==> src/hw/dss_pkg.sv <==
package dss_pkg;

	// Register byte addresses on the 32-bit bus.
	localparam logic [7:0] ADR_CTRL   = 8'h00;
	localparam logic [7:0] ADR_TOL    = 8'h04;
	localparam logic [7:0] ADR_RAMP   = 8'h08;
	localparam logic [7:0] ADR_PLLDLY = 8'h0c;
	localparam logic [7:0] ADR_RTTIME = 8'h10;
	localparam logic [7:0] ADR_SETPT  = 8'h14;
	localparam logic [7:0] ADR_RTSTEP = 8'h18;
	localparam logic [7:0] ADR_RTTHR  = 8'h1c;
	localparam logic [7:0] ADR_STATUS = 8'h20;
	localparam logic [7:0] ADR_FREQ   = 8'h24;

	// Control register fields.
	localparam int CTL_SW_EN    = 0;
	localparam int CTL_DIR_DOWN = 1;
	localparam int CTL_TRACK    = 2;
	localparam int CTL_FREESTOP = 3;
	localparam int CTL_DEBUG    = 4;
	localparam int CTL_RIDE     = 5;
	localparam int CTL_QBREAK   = 6;
	localparam int CTL_AUTORST  = 7;
	localparam int CTL_FLTCLR   = 8;
	localparam int CTL_W        = 8;

	// Status register fields.
	localparam int STS_STATE  = 0;
	localparam int STS_LOCK   = 4;
	localparam int STS_PERMIT = 5;
	localparam int STS_PLLEN  = 6;
	localparam int STS_CONT   = 7;
	localparam int STS_RIDE   = 8;
	localparam int STS_LOSS   = 9;

	// Reset values.
	localparam logic [7:0]  RST_CTRL   = 8'h0c;
	localparam logic [7:0]  RST_TOL    = 8'h32;
	localparam logic [15:0] RST_RAMP   = 16'h03e8;
	localparam logic [23:0] RST_PLLDLY = 24'h0007d0;
	localparam logic [15:0] RST_RTTIME = 16'h012c;
	localparam logic [15:0] RST_SETPT  = 16'h1388;
	localparam logic [15:0] RST_RTSTEP = 16'h0012;
	localparam logic [15:0] RST_RTTHR  = 16'h03e8;

	// Phase tolerance limits in 0.1 degree.
	localparam logic [7:0] TOL_MIN = 8'h05;
	localparam logic [7:0] TOL_MAX = 8'h50;

	// Thresholds: frequency in 0.01 Hz, current in percent.
	localparam logic [15:0] FREQ_MIN_TRACK = 16'h00c8;
	localparam logic [7:0]  CUR_DISCONN    = 8'h0a;

	// Timing.
	localparam int CLK_NS       = 50;
	localparam int TICK_NS      = 1000000;
	localparam int TICK_CYC     = TICK_NS / CLK_NS;
	localparam int RECOVER_S    = 10;
	localparam int RECOVER_MS   = RECOVER_S * 1000;

	typedef enum logic [3:0] {
		ST_STANDBY = 4'b0000,
		ST_START   = 4'b0001,
		ST_RUN     = 4'b0010,
		ST_SW_FREQ = 4'b0011,
		ST_SW_PH   = 4'b0100,
		ST_SW_LOCK = 4'b0101,
		ST_COAST   = 4'b0110,
		ST_DN_TRK  = 4'b0111,
		ST_RIDE    = 4'b1000,
		ST_LOSS    = 4'b1001,
		ST_UNREADY = 4'b1010,
		ST_FAULT   = 4'b1011
	} dss_state_t;

endpackage

==> src/hw/dss_top.sv <==
//Behaviour
//RULE1 - Upward switch adopts grid frequency as command
//RULE2 - Phase alignment starts only after frequency match
//RULE3 - Lock flags permit; after switch open, coast
//RULE4 - Lock angle tolerance configurable 0.5 to 8 degrees
//RULE5 - Downward: run unloaded, lock, take over when connected
//RULE6 - Activation input starts drag; output permits cabinet
//RULE7 - Tracking start outputs motor frequency, then ramps
//RULE8 - Runaway time holds frequency while voltage ramps
//RULE9 - Tracking released after disabling delay since shutdown
//RULE10 - Tracking loop disabled at first power-up
//RULE11 - Tracking loop refused in debug mode
//RULE12 - Tracking loop off below 2 Hz
//RULE13 - Shutdown current below 10 percent disables tracking
//RULE14 - Otherwise tracking follows motor frequency continuously
//RULE15 - Below 2 Hz within delay disables tracking
//RULE16 - Ride-through decelerates to hold bus voltage
//RULE17 - Sag past ride-through time with quick break faults
//RULE18 - Sag longer than ride-through time is power loss
//RULE19 - Suggested settings 300 ms, step 18, threshold 1000
//RULE20 - Quick break: loss from standby or run faults
//RULE21 - Standby loss: recover in 10 s else unready
//RULE22 - Running loss: restart, standby or major fault
//
// Decided for this implementation: register access over Wishbone and the register addresses.
`timescale 1ns/100ps
`default_nettype none

module dss_top
	import dss_pkg::*;
#(
	parameter int TICK_CYCLES = TICK_CYC,
	parameter int RECOVER_TICKS = RECOVER_MS
) (
	// Clock, reset and enable.
	input  wire logic        clk_i,
	input  wire logic        rst_i,
	input  wire logic        ce_i,
	// Wishbone slave.
	input  wire logic        wb_cyc_i,
	input  wire logic        wb_stb_i,
	input  wire logic        wb_we_i,
	input  wire logic [7:0]  wb_adr_i,
	input  wire logic [3:0]  wb_sel_i,
	input  wire logic [31:0] wb_dat_i,
	output logic      [31:0] wb_dat_o,
	output logic             wb_ack_o,
	// Commands and cabinet feedback.
	input  wire logic        start_i,
	input  wire logic        stop_i,
	input  wire logic        switch_act_i,
	input  wire logic        switch_done_i,
	// Measurements.
	input  wire logic [15:0] grid_freq_i,
	input  wire logic [15:0] motor_freq_i,
	input  wire logic [15:0] phase_err_i,
	input  wire logic        volt_match_i,
	input  wire logic [7:0]  out_curr_pct_i,
	input  wire logic        grid_sag_i,
	input  wire logic [15:0] dc_bus_i,
	// Drive outputs.
	output logic      [15:0] speed_cmd_o,
	output logic      [15:0] volt_cmd_o,
	output logic             run_o,
	output logic             out_contactor_o,
	output logic             lock_ok_o,
	output logic             switch_permit_o,
	output logic             track_en_o,
	output logic             loss_fault_o,
	output logic             unready_o
);

	////////////////////////////////////////////////////////////////////////
	// Registers and state.

	logic [CTL_W-1:0] ctrl_ff;
	logic [7:0]       tol_ff;
	logic [15:0]      ramp_ff;
	logic [23:0]      plldly_ff;
	logic [15:0]      rttime_ff;
	logic [15:0]      setpt_ff;
	logic [15:0]      rtstep_ff;
	logic [15:0]      rtthr_ff;
	logic             ack_ff;
	logic [31:0]      rdat_ff;
	logic             flt_clr_ff;
	dss_state_t       state_ff;
	dss_state_t       nxt_state;
	logic [15:0]      speed_ff;
	logic [15:0]      volt_ff;
	logic             lock_ff;
	logic             permit_ff;
	logic             cont_ff;
	logic             run_ff;
	logic             pll_en_ff;
	logic             armed_ff;
	logic             low_cur_ff;
	logic             shut_ff;
	logic [23:0]      dly_ms_ff;
	logic [15:0]      trk_freq_ff;
	logic             was_run_ff;
	logic [15:0]      sag_ms_ff;
	logic [15:0]      ms_cnt_ff;
	logic [15:0]      rec_ms_ff;
	logic [15:0]      tick_cnt_ff;
	logic             tick_ff;

	logic        bus_req;
	logic        bus_wr;
	logic [31:0] wmask;
	logic [15:0] ph_abs;
	logic        freq_match;
	logic        ph_ok;
	logic        loss_evt;
	logic        sw_up_req;
	logic        sw_dn_req;
	logic        pll_block;
	logic [7:0]  tol_wr;
	logic [15:0] volt_tgt;
	logic [31:0] volt_prod;
	logic [15:0] volt_ramp;

	////////////////////////////////////////////////////////////////////////
	// Bus slave: one wait state, every access answered with ack.

	assign bus_req = wb_cyc_i && wb_stb_i && !ack_ff;
	assign bus_wr  = bus_req && wb_we_i;
	assign wmask   = {{8{wb_sel_i[3]}}, {8{wb_sel_i[2]}},
	                  {8{wb_sel_i[1]}}, {8{wb_sel_i[0]}}};

	always_comb begin
		tol_wr = (wb_dat_i[7:0] & wmask[7:0]) | (tol_ff & ~wmask[7:0]);
		if (tol_wr < TOL_MIN) begin
			tol_wr = TOL_MIN;
		end else if (tol_wr > TOL_MAX) begin
			tol_wr = TOL_MAX;
		end
	end

	always_ff @(posedge clk_i) begin
		if (rst_i) begin
			ack_ff <= 1'b0;
		end else if (ce_i) begin
			ack_ff <= bus_req;
		end
	end

	always_ff @(posedge clk_i) begin
		if (rst_i) begin
			ctrl_ff    <= RST_CTRL;
			tol_ff     <= RST_TOL;
			ramp_ff    <= RST_RAMP;
			plldly_ff  <= RST_PLLDLY;
			rttime_ff  <= RST_RTTIME;
			setpt_ff   <= RST_SETPT;
			rtstep_ff  <= RST_RTSTEP;
			rtthr_ff   <= RST_RTTHR;
			flt_clr_ff <= 1'b0;
		end else if (ce_i) begin
			flt_clr_ff <= bus_wr && (wb_adr_i == ADR_CTRL) && wb_sel_i[1]
			              && wb_dat_i[CTL_FLTCLR];
			if (bus_wr) begin
				case (wb_adr_i)
					ADR_CTRL: begin
						ctrl_ff <= (wb_dat_i[CTL_W-1:0] & wmask[CTL_W-1:0])
						           | (ctrl_ff & ~wmask[CTL_W-1:0]);
					end
					ADR_TOL: begin
						tol_ff <= tol_wr; // [RULE4]
					end
					ADR_RAMP: begin
						ramp_ff <= (wb_dat_i[15:0] & wmask[15:0])
						           | (ramp_ff & ~wmask[15:0]);
					end
					ADR_PLLDLY: begin
						plldly_ff <= (wb_dat_i[23:0] & wmask[23:0])
						             | (plldly_ff & ~wmask[23:0]);
					end
					ADR_RTTIME: begin
						rttime_ff <= (wb_dat_i[15:0] & wmask[15:0])
						             | (rttime_ff & ~wmask[15:0]);
					end
					ADR_SETPT: begin
						setpt_ff <= (wb_dat_i[15:0] & wmask[15:0])
						            | (setpt_ff & ~wmask[15:0]);
					end
					ADR_RTSTEP: begin
						rtstep_ff <= (wb_dat_i[15:0] & wmask[15:0])
						             | (rtstep_ff & ~wmask[15:0]);
					end
					ADR_RTTHR: begin
						rtthr_ff <= (wb_dat_i[15:0] & wmask[15:0])
						            | (rtthr_ff & ~wmask[15:0]);
					end
					default: begin
					end
				endcase
			end
		end
	end

	always_ff @(posedge clk_i) begin
		if (rst_i) begin
			rdat_ff <= 32'h00000000;
		end else if (ce_i) begin
			rdat_ff <= 32'h00000000;
			if (bus_req && !wb_we_i) begin
				case (wb_adr_i)
					ADR_CTRL:   rdat_ff[CTL_W-1:0] <= ctrl_ff;
					ADR_TOL:    rdat_ff[7:0]       <= tol_ff;
					ADR_RAMP:   rdat_ff[15:0]      <= ramp_ff;
					ADR_PLLDLY: rdat_ff[23:0]      <= plldly_ff;
					ADR_RTTIME: rdat_ff[15:0]      <= rttime_ff;
					ADR_SETPT:  rdat_ff[15:0]      <= setpt_ff;
					ADR_RTSTEP: rdat_ff[15:0]      <= rtstep_ff;
					ADR_RTTHR:  rdat_ff[15:0]      <= rtthr_ff;
					ADR_STATUS: begin
						rdat_ff[STS_STATE+3:STS_STATE] <= state_ff;
						rdat_ff[STS_LOCK]   <= lock_ff;
						rdat_ff[STS_PERMIT] <= permit_ff;
						rdat_ff[STS_PLLEN]  <= pll_en_ff;
						rdat_ff[STS_CONT]   <= cont_ff;
						rdat_ff[STS_RIDE]   <= (state_ff == ST_RIDE);
						rdat_ff[STS_LOSS]   <= (state_ff == ST_LOSS);
					end
					ADR_FREQ: rdat_ff <= {trk_freq_ff, speed_ff};
					default:  rdat_ff <= 32'h00000000;
				endcase
			end
		end
	end

	////////////////////////////////////////////////////////////////////////
	// Millisecond tick.

	always_ff @(posedge clk_i) begin
		if (rst_i) begin
			tick_cnt_ff <= 16'h0000;
			tick_ff     <= 1'b0;
		end else if (ce_i) begin
			tick_ff <= (tick_cnt_ff == 16'(TICK_CYCLES - 1));
			if (tick_cnt_ff == 16'(TICK_CYCLES - 1)) begin
				tick_cnt_ff <= 16'h0000;
			end else begin
				tick_cnt_ff <= tick_cnt_ff + 16'h0001;
			end
		end
	end

	////////////////////////////////////////////////////////////////////////
	// Matching terms.

	assign ph_abs     = phase_err_i[15] ? 16'(-phase_err_i) : phase_err_i;
	assign freq_match = (speed_ff == grid_freq_i);
	assign ph_ok      = freq_match && volt_match_i
	                    && (ph_abs <= {8'h00, tol_ff}); // [RULE3] [RULE4]
	assign loss_evt   = grid_sag_i && (sag_ms_ff >= rttime_ff); // [RULE18]
	assign sw_up_req  = ctrl_ff[CTL_SW_EN] && !ctrl_ff[CTL_DIR_DOWN]
	                    && switch_act_i; // [RULE6]
	assign sw_dn_req  = ctrl_ff[CTL_SW_EN] && ctrl_ff[CTL_DIR_DOWN]
	                    && switch_act_i;
	assign volt_tgt   = speed_ff;
	assign volt_prod  = volt_tgt * ms_cnt_ff;
	assign volt_ramp  = (ramp_ff == 16'h0000) ? volt_tgt
	                    : 16'(volt_prod / {16'h0000, ramp_ff});

	always_ff @(posedge clk_i) begin
		if (rst_i) begin
			sag_ms_ff <= 16'h0000;
		end else if (ce_i) begin
			if (!grid_sag_i) begin
				sag_ms_ff <= 16'h0000;
			end else if (tick_ff && sag_ms_ff != 16'hffff) begin
				sag_ms_ff <= sag_ms_ff + 16'h0001;
			end
		end
	end

	////////////////////////////////////////////////////////////////////////
	// Motor-frequency tracking loop enable.

	assign pll_block = ctrl_ff[CTL_DEBUG] // [RULE11]
	                   || (motor_freq_i < FREQ_MIN_TRACK) // [RULE12] [RULE15]
	                   || low_cur_ff // [RULE13]
	                   || !armed_ff // [RULE10]
	                   || (shut_ff && dly_ms_ff >= plldly_ff); // [RULE9]

	always_ff @(posedge clk_i) begin
		if (rst_i) begin
			pll_en_ff   <= 1'b0; // [RULE10]
			trk_freq_ff <= 16'h0000;
		end else if (ce_i) begin
			pll_en_ff <= !pll_block; // [RULE14]
			if (!pll_block) begin
				trk_freq_ff <= motor_freq_i; // [RULE14]
			end
		end
	end

	always_ff @(posedge clk_i) begin
		if (rst_i) begin
			armed_ff   <= 1'b0;
			shut_ff    <= 1'b0;
			low_cur_ff <= 1'b0;
			dly_ms_ff  <= 24'h000000;
		end else if (ce_i) begin
			if (state_ff == ST_RUN && stop_i) begin
				shut_ff    <= 1'b1;
				dly_ms_ff  <= 24'h000000;
				low_cur_ff <= (out_curr_pct_i < CUR_DISCONN); // [RULE13]
			end else if (nxt_state == ST_START || nxt_state == ST_RUN) begin
				armed_ff   <= 1'b1;
				shut_ff    <= 1'b0;
				low_cur_ff <= 1'b0;
			end else if (shut_ff && tick_ff && dly_ms_ff != 24'hffffff) begin
				dly_ms_ff <= dly_ms_ff + 24'h000001; // [RULE9]
			end
		end
	end

	////////////////////////////////////////////////////////////////////////
	// Sequencer.

	always_comb begin
		nxt_state = state_ff;
		case (state_ff)
			ST_STANDBY: begin
				if (loss_evt) begin
					nxt_state = ctrl_ff[CTL_QBREAK] ? ST_FAULT : ST_LOSS;
				end else if (sw_dn_req) begin
					nxt_state = ST_DN_TRK; // [RULE5]
				end else if (start_i) begin
					nxt_state = ST_START;
				end
			end
			ST_START: begin
				if (stop_i) begin
					nxt_state = ST_STANDBY;
				end else if (ms_cnt_ff >= ramp_ff) begin
					nxt_state = ST_RUN; // [RULE8]
				end
			end
			ST_RUN: begin
				if (stop_i) begin
					nxt_state = ST_STANDBY;
				end else if (grid_sag_i && ctrl_ff[CTL_RIDE]) begin
					nxt_state = ST_RIDE; // [RULE16]
				end else if (loss_evt) begin
					nxt_state = ctrl_ff[CTL_QBREAK] ? ST_FAULT : ST_LOSS;
				end else if (sw_up_req) begin
					nxt_state = ST_SW_FREQ; // [RULE1]
				end
			end
			ST_SW_FREQ: begin
				if (!sw_up_req || stop_i) begin
					nxt_state = ST_RUN;
				end else if (freq_match) begin
					nxt_state = ST_SW_PH; // [RULE2]
				end
			end
			ST_SW_PH: begin
				if (!sw_up_req || stop_i) begin
					nxt_state = ST_RUN;
				end else if (!freq_match) begin
					nxt_state = ST_SW_FREQ;
				end else if (ph_ok) begin
					nxt_state = ST_SW_LOCK; // [RULE3]
				end
			end
			ST_SW_LOCK: begin
				if (switch_done_i) begin
					nxt_state = ST_COAST; // [RULE3]
				end else if (!sw_up_req || stop_i) begin
					nxt_state = ST_RUN;
				end else if (!ph_ok) begin
					nxt_state = ST_SW_PH;
				end
			end
			ST_COAST: begin
				if (!switch_act_i) begin
					nxt_state = ST_STANDBY;
				end
			end
			ST_DN_TRK: begin
				if (!sw_dn_req || stop_i) begin
					nxt_state = ST_STANDBY;
				end else if (switch_done_i && ph_ok) begin
					nxt_state = ST_RUN; // [RULE5]
				end
			end
			ST_RIDE: begin
				if (!grid_sag_i) begin
					nxt_state = ST_RUN;
				end else if (loss_evt) begin
					nxt_state = ctrl_ff[CTL_QBREAK] ? ST_FAULT // [RULE17]
					                                : ST_LOSS;
				end
			end
			ST_LOSS: begin
				if (!grid_sag_i) begin
					nxt_state = (was_run_ff && ctrl_ff[CTL_AUTORST])
					            ? ST_RUN : ST_STANDBY; // [RULE21] [RULE22]
				end else if (rec_ms_ff >= 16'(RECOVER_TICKS)) begin
					nxt_state = was_run_ff ? (ctrl_ff[CTL_AUTORST]
					            ? ST_UNREADY : ST_FAULT) // [RULE22]
					            : ST_UNREADY; // [RULE21]
				end
			end
			ST_UNREADY: begin
				if (!grid_sag_i) begin
					nxt_state = ST_STANDBY;
				end
			end
			ST_FAULT: begin
				if (flt_clr_ff && !grid_sag_i) begin
					nxt_state = ST_STANDBY;
				end
			end
			default: begin
				nxt_state = ST_STANDBY;
			end
		endcase
	end

	always_ff @(posedge clk_i) begin
		if (rst_i) begin
			state_ff   <= ST_STANDBY;
			was_run_ff <= 1'b0;
		end else if (ce_i) begin
			state_ff <= nxt_state; // [RULE20]
			if (nxt_state == ST_LOSS && state_ff != ST_LOSS) begin
				was_run_ff <= (state_ff != ST_STANDBY);
			end
		end
	end

	// Millisecond counters for the voltage ramp and the recovery window.
	always_ff @(posedge clk_i) begin
		if (rst_i) begin
			ms_cnt_ff <= 16'h0000;
			rec_ms_ff <= 16'h0000;
		end else if (ce_i) begin
			if (nxt_state != state_ff) begin
				ms_cnt_ff <= 16'h0000;
				rec_ms_ff <= 16'h0000;
			end else if (tick_ff) begin
				if (ms_cnt_ff != 16'hffff) begin
					ms_cnt_ff <= ms_cnt_ff + 16'h0001;
				end
				if (state_ff == ST_LOSS && rec_ms_ff != 16'hffff) begin
					rec_ms_ff <= rec_ms_ff + 16'h0001; // [RULE21]
				end
			end
		end
	end

	////////////////////////////////////////////////////////////////////////
	// Frequency and voltage commands.

	always_ff @(posedge clk_i) begin
		if (rst_i) begin
			speed_ff <= 16'h0000;
			volt_ff  <= 16'h0000;
		end else if (ce_i) begin
			case (state_ff)
				ST_STANDBY: begin
					volt_ff <= 16'h0000;
					if (nxt_state == ST_START) begin
						speed_ff <= (ctrl_ff[CTL_TRACK] && ctrl_ff[CTL_FREESTOP]
						             && pll_en_ff) ? trk_freq_ff // [RULE7]
						                           : 16'h0000;
					end else if (nxt_state == ST_DN_TRK) begin
						speed_ff <= grid_freq_i;
					end else begin
						speed_ff <= 16'h0000;
					end
				end
				ST_START: begin
					volt_ff <= volt_ramp; // [RULE8]
				end
				ST_RUN: begin
					volt_ff <= volt_tgt;
					if (tick_ff && speed_ff < setpt_ff) begin
						speed_ff <= speed_ff + 16'h0001; // [RULE7]
					end else if (tick_ff && speed_ff > setpt_ff) begin
						speed_ff <= speed_ff - 16'h0001;
					end
				end
				ST_SW_FREQ, ST_SW_PH, ST_SW_LOCK, ST_DN_TRK: begin
					volt_ff <= volt_tgt;
					if (tick_ff && speed_ff < grid_freq_i) begin
						speed_ff <= speed_ff + 16'h0001; // [RULE1]
					end else if (tick_ff && speed_ff > grid_freq_i) begin
						speed_ff <= speed_ff - 16'h0001; // [RULE1]
					end
				end
				ST_RIDE: begin
					volt_ff <= volt_tgt;
					if (tick_ff && dc_bus_i < rtthr_ff) begin
						speed_ff <= (speed_ff > rtstep_ff)
						            ? speed_ff - rtstep_ff : 16'h0000; // [RULE16]
					end
				end
				default: begin
					speed_ff <= 16'h0000;
					volt_ff  <= 16'h0000;
				end
			endcase
		end
	end

	always_ff @(posedge clk_i) begin
		if (rst_i) begin
			lock_ff   <= 1'b0;
			permit_ff <= 1'b0;
			cont_ff   <= 1'b0;
			run_ff    <= 1'b0;
		end else if (ce_i) begin
			lock_ff   <= (nxt_state == ST_SW_LOCK)
			             || (nxt_state == ST_DN_TRK && ph_ok); // [RULE3]
			permit_ff <= (nxt_state == ST_SW_LOCK)
			             || (nxt_state == ST_DN_TRK && ph_ok); // [RULE6]
			cont_ff   <= (nxt_state == ST_START) || (nxt_state == ST_RUN)
			             || (nxt_state == ST_SW_FREQ) || (nxt_state == ST_SW_PH)
			             || (nxt_state == ST_SW_LOCK)
			             || (nxt_state == ST_RIDE); // [RULE3] [RULE5]
			run_ff    <= (nxt_state != ST_STANDBY) && (nxt_state != ST_COAST)
			             && (nxt_state != ST_LOSS) && (nxt_state != ST_UNREADY)
			             && (nxt_state != ST_FAULT);
		end
	end

	////////////////////////////////////////////////////////////////////////
	// Outputs.

	assign wb_dat_o        = rdat_ff;
	assign wb_ack_o        = ack_ff;
	assign speed_cmd_o     = speed_ff;
	assign volt_cmd_o      = volt_ff;
	assign run_o           = run_ff;
	assign out_contactor_o = cont_ff;
	assign lock_ok_o       = lock_ff;
	assign switch_permit_o = permit_ff;
	assign track_en_o      = pll_en_ff;

	always_ff @(posedge clk_i) begin
		if (rst_i) begin
			loss_fault_o <= 1'b0;
			unready_o    <= 1'b0;
		end else if (ce_i) begin
			loss_fault_o <= (nxt_state == ST_FAULT); // [RULE20]
			unready_o    <= (nxt_state == ST_UNREADY);
		end
	end

endmodule

`default_nettype wire

==> config.mk <==
export PLATFORM = sky130hd
export DESIGN_NAME = dss_top
export DESIGN_NICKNAME = d
export VERILOG_FILES = /design/src/hw/dss_pkg.sv /design/src/hw/dss_top.sv
export SDC_FILE = /design/constraint.sdc
export NUM_CORES = 2
export LEC_CHECK = 0
export BUFFER_PORTS_ARGS = -buffer_cell sky130_fd_sc_hd__buf_2
export CAP_MARGIN = 30
export CORE_MARGIN = 3
export CORE_UTILIZATION = 30
export DETAILED_ROUTE_END_ITERATION = 16
export GPL_TIMING_DRIVEN = 0
export RECOVER_POWER = 25
export SKIP_LAST_GASP = 1
export SLEW_MARGIN = 20
export SYNTH_ARGS = -nofsm -noshare
export SYNTH_HDL_FRONTEND = slang
export SYNTH_SLANG_ARGS = --single-unit
==> constraint.sdc <==
create_clock -name clk_i -period 112 [get_ports clk_i]
set_input_delay 5.6 -clock clk_i [delete_from_list [all_inputs] [get_ports clk_i]]
set_output_delay 5.6 -clock clk_i [all_outputs]
set_load 0.01 [all_outputs]
== Word-level counts from Yosys, hierarchy flattened ==
Index checks and enable logic that the tools add are counted.

* Register bits after elaboration: 305
* Input bits: 128
* Output and inout port bits: 72
* Logic and storage cells: 282

* $add $sub $neg: 9
* $mul: 1
* Divide/modulo/power cells: 1
* Order comparisons: 15
* Equal/unequal tests: 47
* Mux-type cells: 67
* Bitwise logic cells: 25
* Reduce and logical (&&, ||, !) cells: 86

{| class="wikitable"
|+ Operators with widths
! cell !! count
|-
| 16-bit 2-to-1 mux || 20
|-
| 4-bit 2-to-1 mux || 26
|-
| 16-bit bitwise AND || 6
|-
| 16-bit by 1-bit adder with 16-bit output (second input constant) || 5
|-
| 16-bit bitwise OR || 5
|-
| 16-bit one-hot mux with 5 select lines || 1
|-
| 8-bit one-hot mux with 10 select lines || 1
|-
| 24-bit 2-to-1 mux || 3
|-
| 24-bit bitwise AND || 2
|-
| 16-bit greater-than comparator || 3
|-
| 16-bit less-than comparator || 3
|-
| 16-bit inequality test (second input constant) || 3
|-
| 4-bit one-hot mux with 12 select lines || 1
|-
| 6-bit one-hot mux with 7 select lines || 1
|-
| 1-bit logical AND || 37
|-
| 3-bit AND reduction || 12
|-
| 32-bit by 16-bit divider with 32-bit output || 1
|-
| 4-bit == test (second input constant) || 8
|-
| 8-bit by 5-bit == test with 1-bit output (second input constant) || 4
|-
| 16-bit greater-or-equal comparator || 2
|-
| 16-bit by 16-bit multiplier with 32-bit output || 1
|-
| 32-bit 2-to-1 mux || 1
|-
| 16-bit one-hot mux with 2 select lines || 1
|-
| 4-bit by 3-bit == test with 1-bit output (second input constant) || 7
|-
| 49 further kinds || 97
|}

== Logic depth before layout (Yosys ltp) ==
* Word-level depth: 14
* Gate-level depth with buffers: 505
* Mapped depth without buffers: 464

== Worst setup path after synthesis ==
No wires, ideal clock.

* Path kind: register to register
* Start point: register speed_ff[8] (netlist: speed_cmd_o[8])
* End point: register volt_ff[0] (netlist: volt_cmd_o[0])
* Library setup time: 0.128 ns
* Arrival time: 97.545 ns
* Data required time: 111.872 ns
* Slack: 14.326 ns
* Cell stages (with the launch flop): 481
* Buffers on the path: 47
* Clock period less this slack: 97.674 ns
* Cells stage by stage: dfxtp_1 clkbuf_1 clkbuf_1 clkbuf_1 nand2_1 fa_1 fa_1 inv_1 fa_1 fa_1 fa_1 inv_1 fa_1 inv_1 ha_1 nand4_1 a2111oi_0 o211ai_1 [445 not listed] a21oi_1 nor2b_1 o21ai_0 nand2b_1 a21oi_1 nor2b_1 o21ai_0 nand2b_1 a21oi_1 nor2b_1 o21ai_0 nand2b_1 a21oi_1 o211ai_1 nor3_1 nand3_1 a311oi_1 a31oi_1

* Word-level cells in the longest chain between the ends: 4

{| class="wikitable"
|+ RTL lines
! item !! line !! source
|-
| from (decl) || dss_top.sv:89 || <nowiki>logic [15:0] speed_ff;</nowiki>
|-
| from (signal assigned) || dss_top.sv:469 || <nowiki>speed_ff <= (ctrl_ff[CTL_TRACK] && ctrl_ff[CTL_FREESTOP]</nowiki>
|-
| from (signal assigned) || dss_top.sv:473 || <nowiki>speed_ff <= grid_freq_i;</nowiki>
|-
| from (signal assigned) || dss_top.sv:484 || <nowiki>speed_ff <= speed_ff + 16'h0001;</nowiki>
|-
| 16-bit by 16-bit multiplier with 32-bit output || dss_top.sv:263 || <nowiki>assign volt_prod = volt_tgt * ms_cnt_ff;</nowiki>
|-
| 32-bit by 16-bit divider with 32-bit output || dss_top.sv:265 || <nowiki>: 16'(volt_prod / {16'h0000, ramp_ff});</nowiki>
|-
| 16-bit 2-to-1 mux || dss_top.sv:264 || <nowiki>assign volt_ramp = (ramp_ff == 16'h0000) ? volt_tgt</nowiki>
|-
| 16-bit one-hot mux with 2 select lines || dss_top.sv:465 || <nowiki>case (state_ff)</nowiki>
|-
| to (signal assigned) || dss_top.sv:479 || <nowiki>volt_ff <= volt_ramp;</nowiki>
|-
| to (signal assigned) || dss_top.sv:482 || <nowiki>volt_ff <= volt_tgt;</nowiki>
|-
| to (signal assigned) || dss_top.sv:490 || <nowiki>volt_ff <= volt_tgt;</nowiki>
|-
| to (decl) || dss_top.sv:90 || <nowiki>logic [15:0] volt_ff;</nowiki>
|}

Every way passes these cells.
A chain may end at the register's enable or synchronous reset.

== Final worst setup path ==
* Start point: register speed_ff[7] (netlist: speed_cmd_o[7])
* End point: register volt_ff[0] (netlist: volt_cmd_o[0])

The elaborated chain is that of the path after synthesis.

==> parameters.txt <==
Parameter                              Value

Placed design
  DP Area ... 0.0526 mm^2
  GPL Wtd Cong ... 1.02
  Half-perimeter wire length after detailed placement ... 147,000 um
  Port Buffer Count ... 180
  Number of placed instances with taps included ... 8,867

Timing
  Hold Violations, Final ... 0
  Final period utilization ... 93.9%
  Worst clock skew on the final layout ... 29.2 ps
  Number of slew-limit violations in the final report ... 0
  Relative slew margins ... 2.28%
  Clock period minus final worst setup slack ... 105,220 ps
  Number of endpoints failing setup at the final stage ... 0
  Worst Tran Pin Value ... 1450 ps
  Timing-limited maximum frequency ... 9.50 MHz

Clocking
  Maximum clock path buffer count ... 3
  Number of sinks handled by clock tree synthesis ... 305
  Clock Pin Slew Worst Setup and Hold Paths ... 60 ps
  Clock buffers created by TritonCTS ... 35
  # H-tree levels ... 2
  Hold-fix buffer count after cts ... 0
  Root buffer cell ... sky130_fd_sc_hd__clkbuf_16
  CTS tree ... built
  Skew-Pair Late Insertion Delay ... 560 ps

Synth
  Sequential element share of the synthesized area ... 12.6%
  Most numerous cell types in the synthesized netlist ... 729 x sky130_fd_sc_hd__nand2_1, 633 x sky130_fd_sc_hd__ha_1, 627 x sky130_fd_sc_hd__nor2_1, 435 x sky130_fd_sc_hd__inv_1, 418 x sky130_fd_sc_hd__a21oi_1
  Syn_area_per_cell ... 7.48 um^2
  Share of flip-flops with an asynchronous set or reset ... 0%
  Synth top area cells ... sky130_fd_sc_hd__ha_1 16%, sky130_fd_sc_hd__dfxtp_1 13%, sky130_fd_sc_hd__fa_1 8.0%, sky130_fd_sc_hd__nand2_1 5.6%, sky130_fd_sc_hd__nor2_1 4.8%
  Count of state elements after synthesis ... 305
  Count of cell types in the netlist ... 124
  Leading cell type by number of instances after synthesis ... sky130_fd_sc_hd__nand2_1
  Post-synth EDFFs ... 0
  Count of mapped cells out of synthesis ... 6,499
  Most used DFF post-synth ... sky130_fd_sc_hd__dfxtp_1
  Largest area contributor in the synthesized netlist ... sky130_fd_sc_hd__ha_1
  Yosys Warn Count ... 0
  Share of the synthesized area in the top cell type ... 16.3%
  Mapped Nets ... 7,455
  Cell area after technology mapping ... 0.0486 mm^2

Floorplan
  I/O pin count ... 200
  Area of the core ... 0.161 mm^2
  Standard-cell rows ... 147
  Chip height ... 408 um
  Die footprint ... 0.167 mm^2
  Die boundary width ... 408 um
  Starting density of the core ... 30.2%

Route
  Vias per Instance ... 5.55
  Vias after detailed routing ... 49.8k
  Routed wirelength normalized by instance count ... 20.2 um
  Total Routed Length ... 181,000 um
  Drc violations ... 0
  Post-DRT Antenna Nets ... 0
  DR pass1 iterations ... 10
  Initial DRC Count ... 4,625

Global route
  Antenna violations before repair ... 5
  Gr ovfl total ... 0
  Via count of the first global-routing pass ... 47.2k
  Pin count of the biggest net entering global routing ... 28
  Global-route usage over all layers ... 20.7%
  First-pass GRT wire length ... 277,000 um

Hold path
  Startpoint of the worst hold path ... armed_ff
  Worst min-delay path category ... reg2reg

Power and ir drop
  Sum of internal, switching and leakage power ... 0.000292 W
  Power Density ... 5.35 mW/mm^2
  Worst ir drop on vdd ... 0.00000974 V
  Leakage power of the design ... 24.2 nW

Setup path
  Critical register-to-register path startpoint ... speed_cmd_o[7]
  Endpoint kind of the worst setup timing path ... flip-flop
  Maximum fanout encountered on the critical timing path ... 19
  Cell occurring most often along the worst timing path ... sky130_fd_sc_hd__o21a_1
  Critical path startpoint category ... flip-flop
  Critical Setup Path Class ... reg2reg
  Slowest cell delay on critical path ... 630 ps
  Data arrival time of the worst path ... 105,620 ps
  Timing startpoint of the critical path ... speed_cmd_o[7]
  Data required time at the worst endpoint ... 112,400 ps
  Worst-path cell with the longest stage delay ... sky130_fd_sc_hd__dfxtp_2

Layout
  Finished Layout Cells ... 8,960
  Post-route cell area ... 0.0547 mm^2
  Total area of multi-input combinational cells ... 0.0403 mm^2
  Footprint of the flip-flops and latches ... 0.00613 mm^2
  Total Nets Final ... 7,732
  Area delta synth->final ... 12.6%
  Layout cells sized above 1 ... 9.50%
  Count of filler cells inserted in the layout ... 17.2k

Flow run
  Max-cap check violation count ... 0

Run status
  Status ... finished, final reports clean
[layer usage]
metal / up-vias / track usage, % / routed length [um] / part of all wire (%)
li1: 23900 / - / - / -
met1: 23900 / 28.7 / 81500 / 45
met2: 1648 / 33.2 / 79700 / 44
met3: 276 / 2.13 / 11600 / 6.4
met4: 4 / 7.51 / 7750 / 4.3
met5: - / 0 / 34 / 0.019
[path summary, 6_finish.rpt]
| kind | end | slack [ps] | cells past startpoint |
|---|---|---|---|
| setup / recovery | volt_cmd_o[0] | 6780 | 485 |
| hold / removal | armed_ff | 460 | 2 |
| setup reg to reg | volt_cmd_o[0] | 6780 | 485 |
| hold reg to reg | armed_ff | 460 | 2 |
[cells by family (layout without fill, tap and decap cells)]
family | count (synthesis) | after routing | share of synthesized area (%)
buffers and inverters | 703 | 1002 | 5.57
other | 0 | 2 | 0
XOR/XNOR | 305 | 305 | 5.53
AO/OA/AOI/OAI | 1731 | 1731 | 24.2
flip-flops | 305 | 305 | 12.6
AND/OR/NAND/NOR | 2480 | 2480 | 24.6
adder cells (fa/ha/maj) | 828 | 828 | 24.3
multiplexers | 147 | 147 | 3.22
[final cells by class]
| type | instances | share of cell area, % |
|---|---|---|
| well taps | 2160 | 4.94 |
| plain buffers | 257 | 2.21 |
| clock inverters | 14 | 0.359 |
| multi-input cells | 5491 | 73.8 |
| repair buffers | 249 | 2.77 |
| flip-flops and latches | 305 | 11.2 |
| clock buffers | 45 | 1.75 |
| diodes | 2 | 0.00915 |
| inverters | 437 | 3.00 |
[worst max-delay path: cells and delay by family, from the launching register on]
kind,cells,cell delay [ps]
flops,1,630
simple gates,110,21100
fa+ha+maj,39,13060
mux,5,1210
buf+inv,51,11080
compound gates,280,57750
[power by group]
part | internal (W) | switching (W)
Sequential | 0.000110 | 0.00000482
Clock | 0.0000697 | 0.0000506
Combinational | 0.0000186 | 0.0000382
[stage by stage]
step / util (%) / setup slack (ps) / TNS [ps] / hold slack (ps)
2_1_floorplan: - / 14330 / 0 / 433
3_3_place_gp: 32.5 / -6530 / -10090 / 441
3_5_place_dp: 32.7 / -7850 / -13730 / 449
4_1_cts: 33.6 / 12.1 / 0 / 459
5_1_grt: 34.0 / -249 / -249 / 488
6_report: 34.0 / 6780 / 0 / 458
[placed cells by master (no fill, tap or decap), types with 174 or more instances in the layout]
cell	synthesis	routed
sky130_fd_sc_hd__nor3_1	284	276
sky130_fd_sc_hd__o21a_1	218	215
sky130_fd_sc_hd__ha_1	633	633
sky130_fd_sc_hd__nor2_1	627	616
sky130_fd_sc_hd__and2_1	176	174
sky130_fd_sc_hd__clkbuf_1	233	213
sky130_fd_sc_hd__fa_1	195	195
sky130_fd_sc_hd__nand2_1	729	723
sky130_fd_sc_hd__a21oi_1	418	409
sky130_fd_sc_hd__dfxtp_1	305	292
sky130_fd_sc_hd__o21ai_0	245	235
sky130_fd_sc_hd__inv_1	435	422
[timing repair]
item / in CTS / in global routing
buffers inserted: 3 / 35
pin swaps: 1 / 21
setup endpoints to repair: 3 / 3
gates resized for setup: 85 / 237
Power figures use the tool's default switching activity.
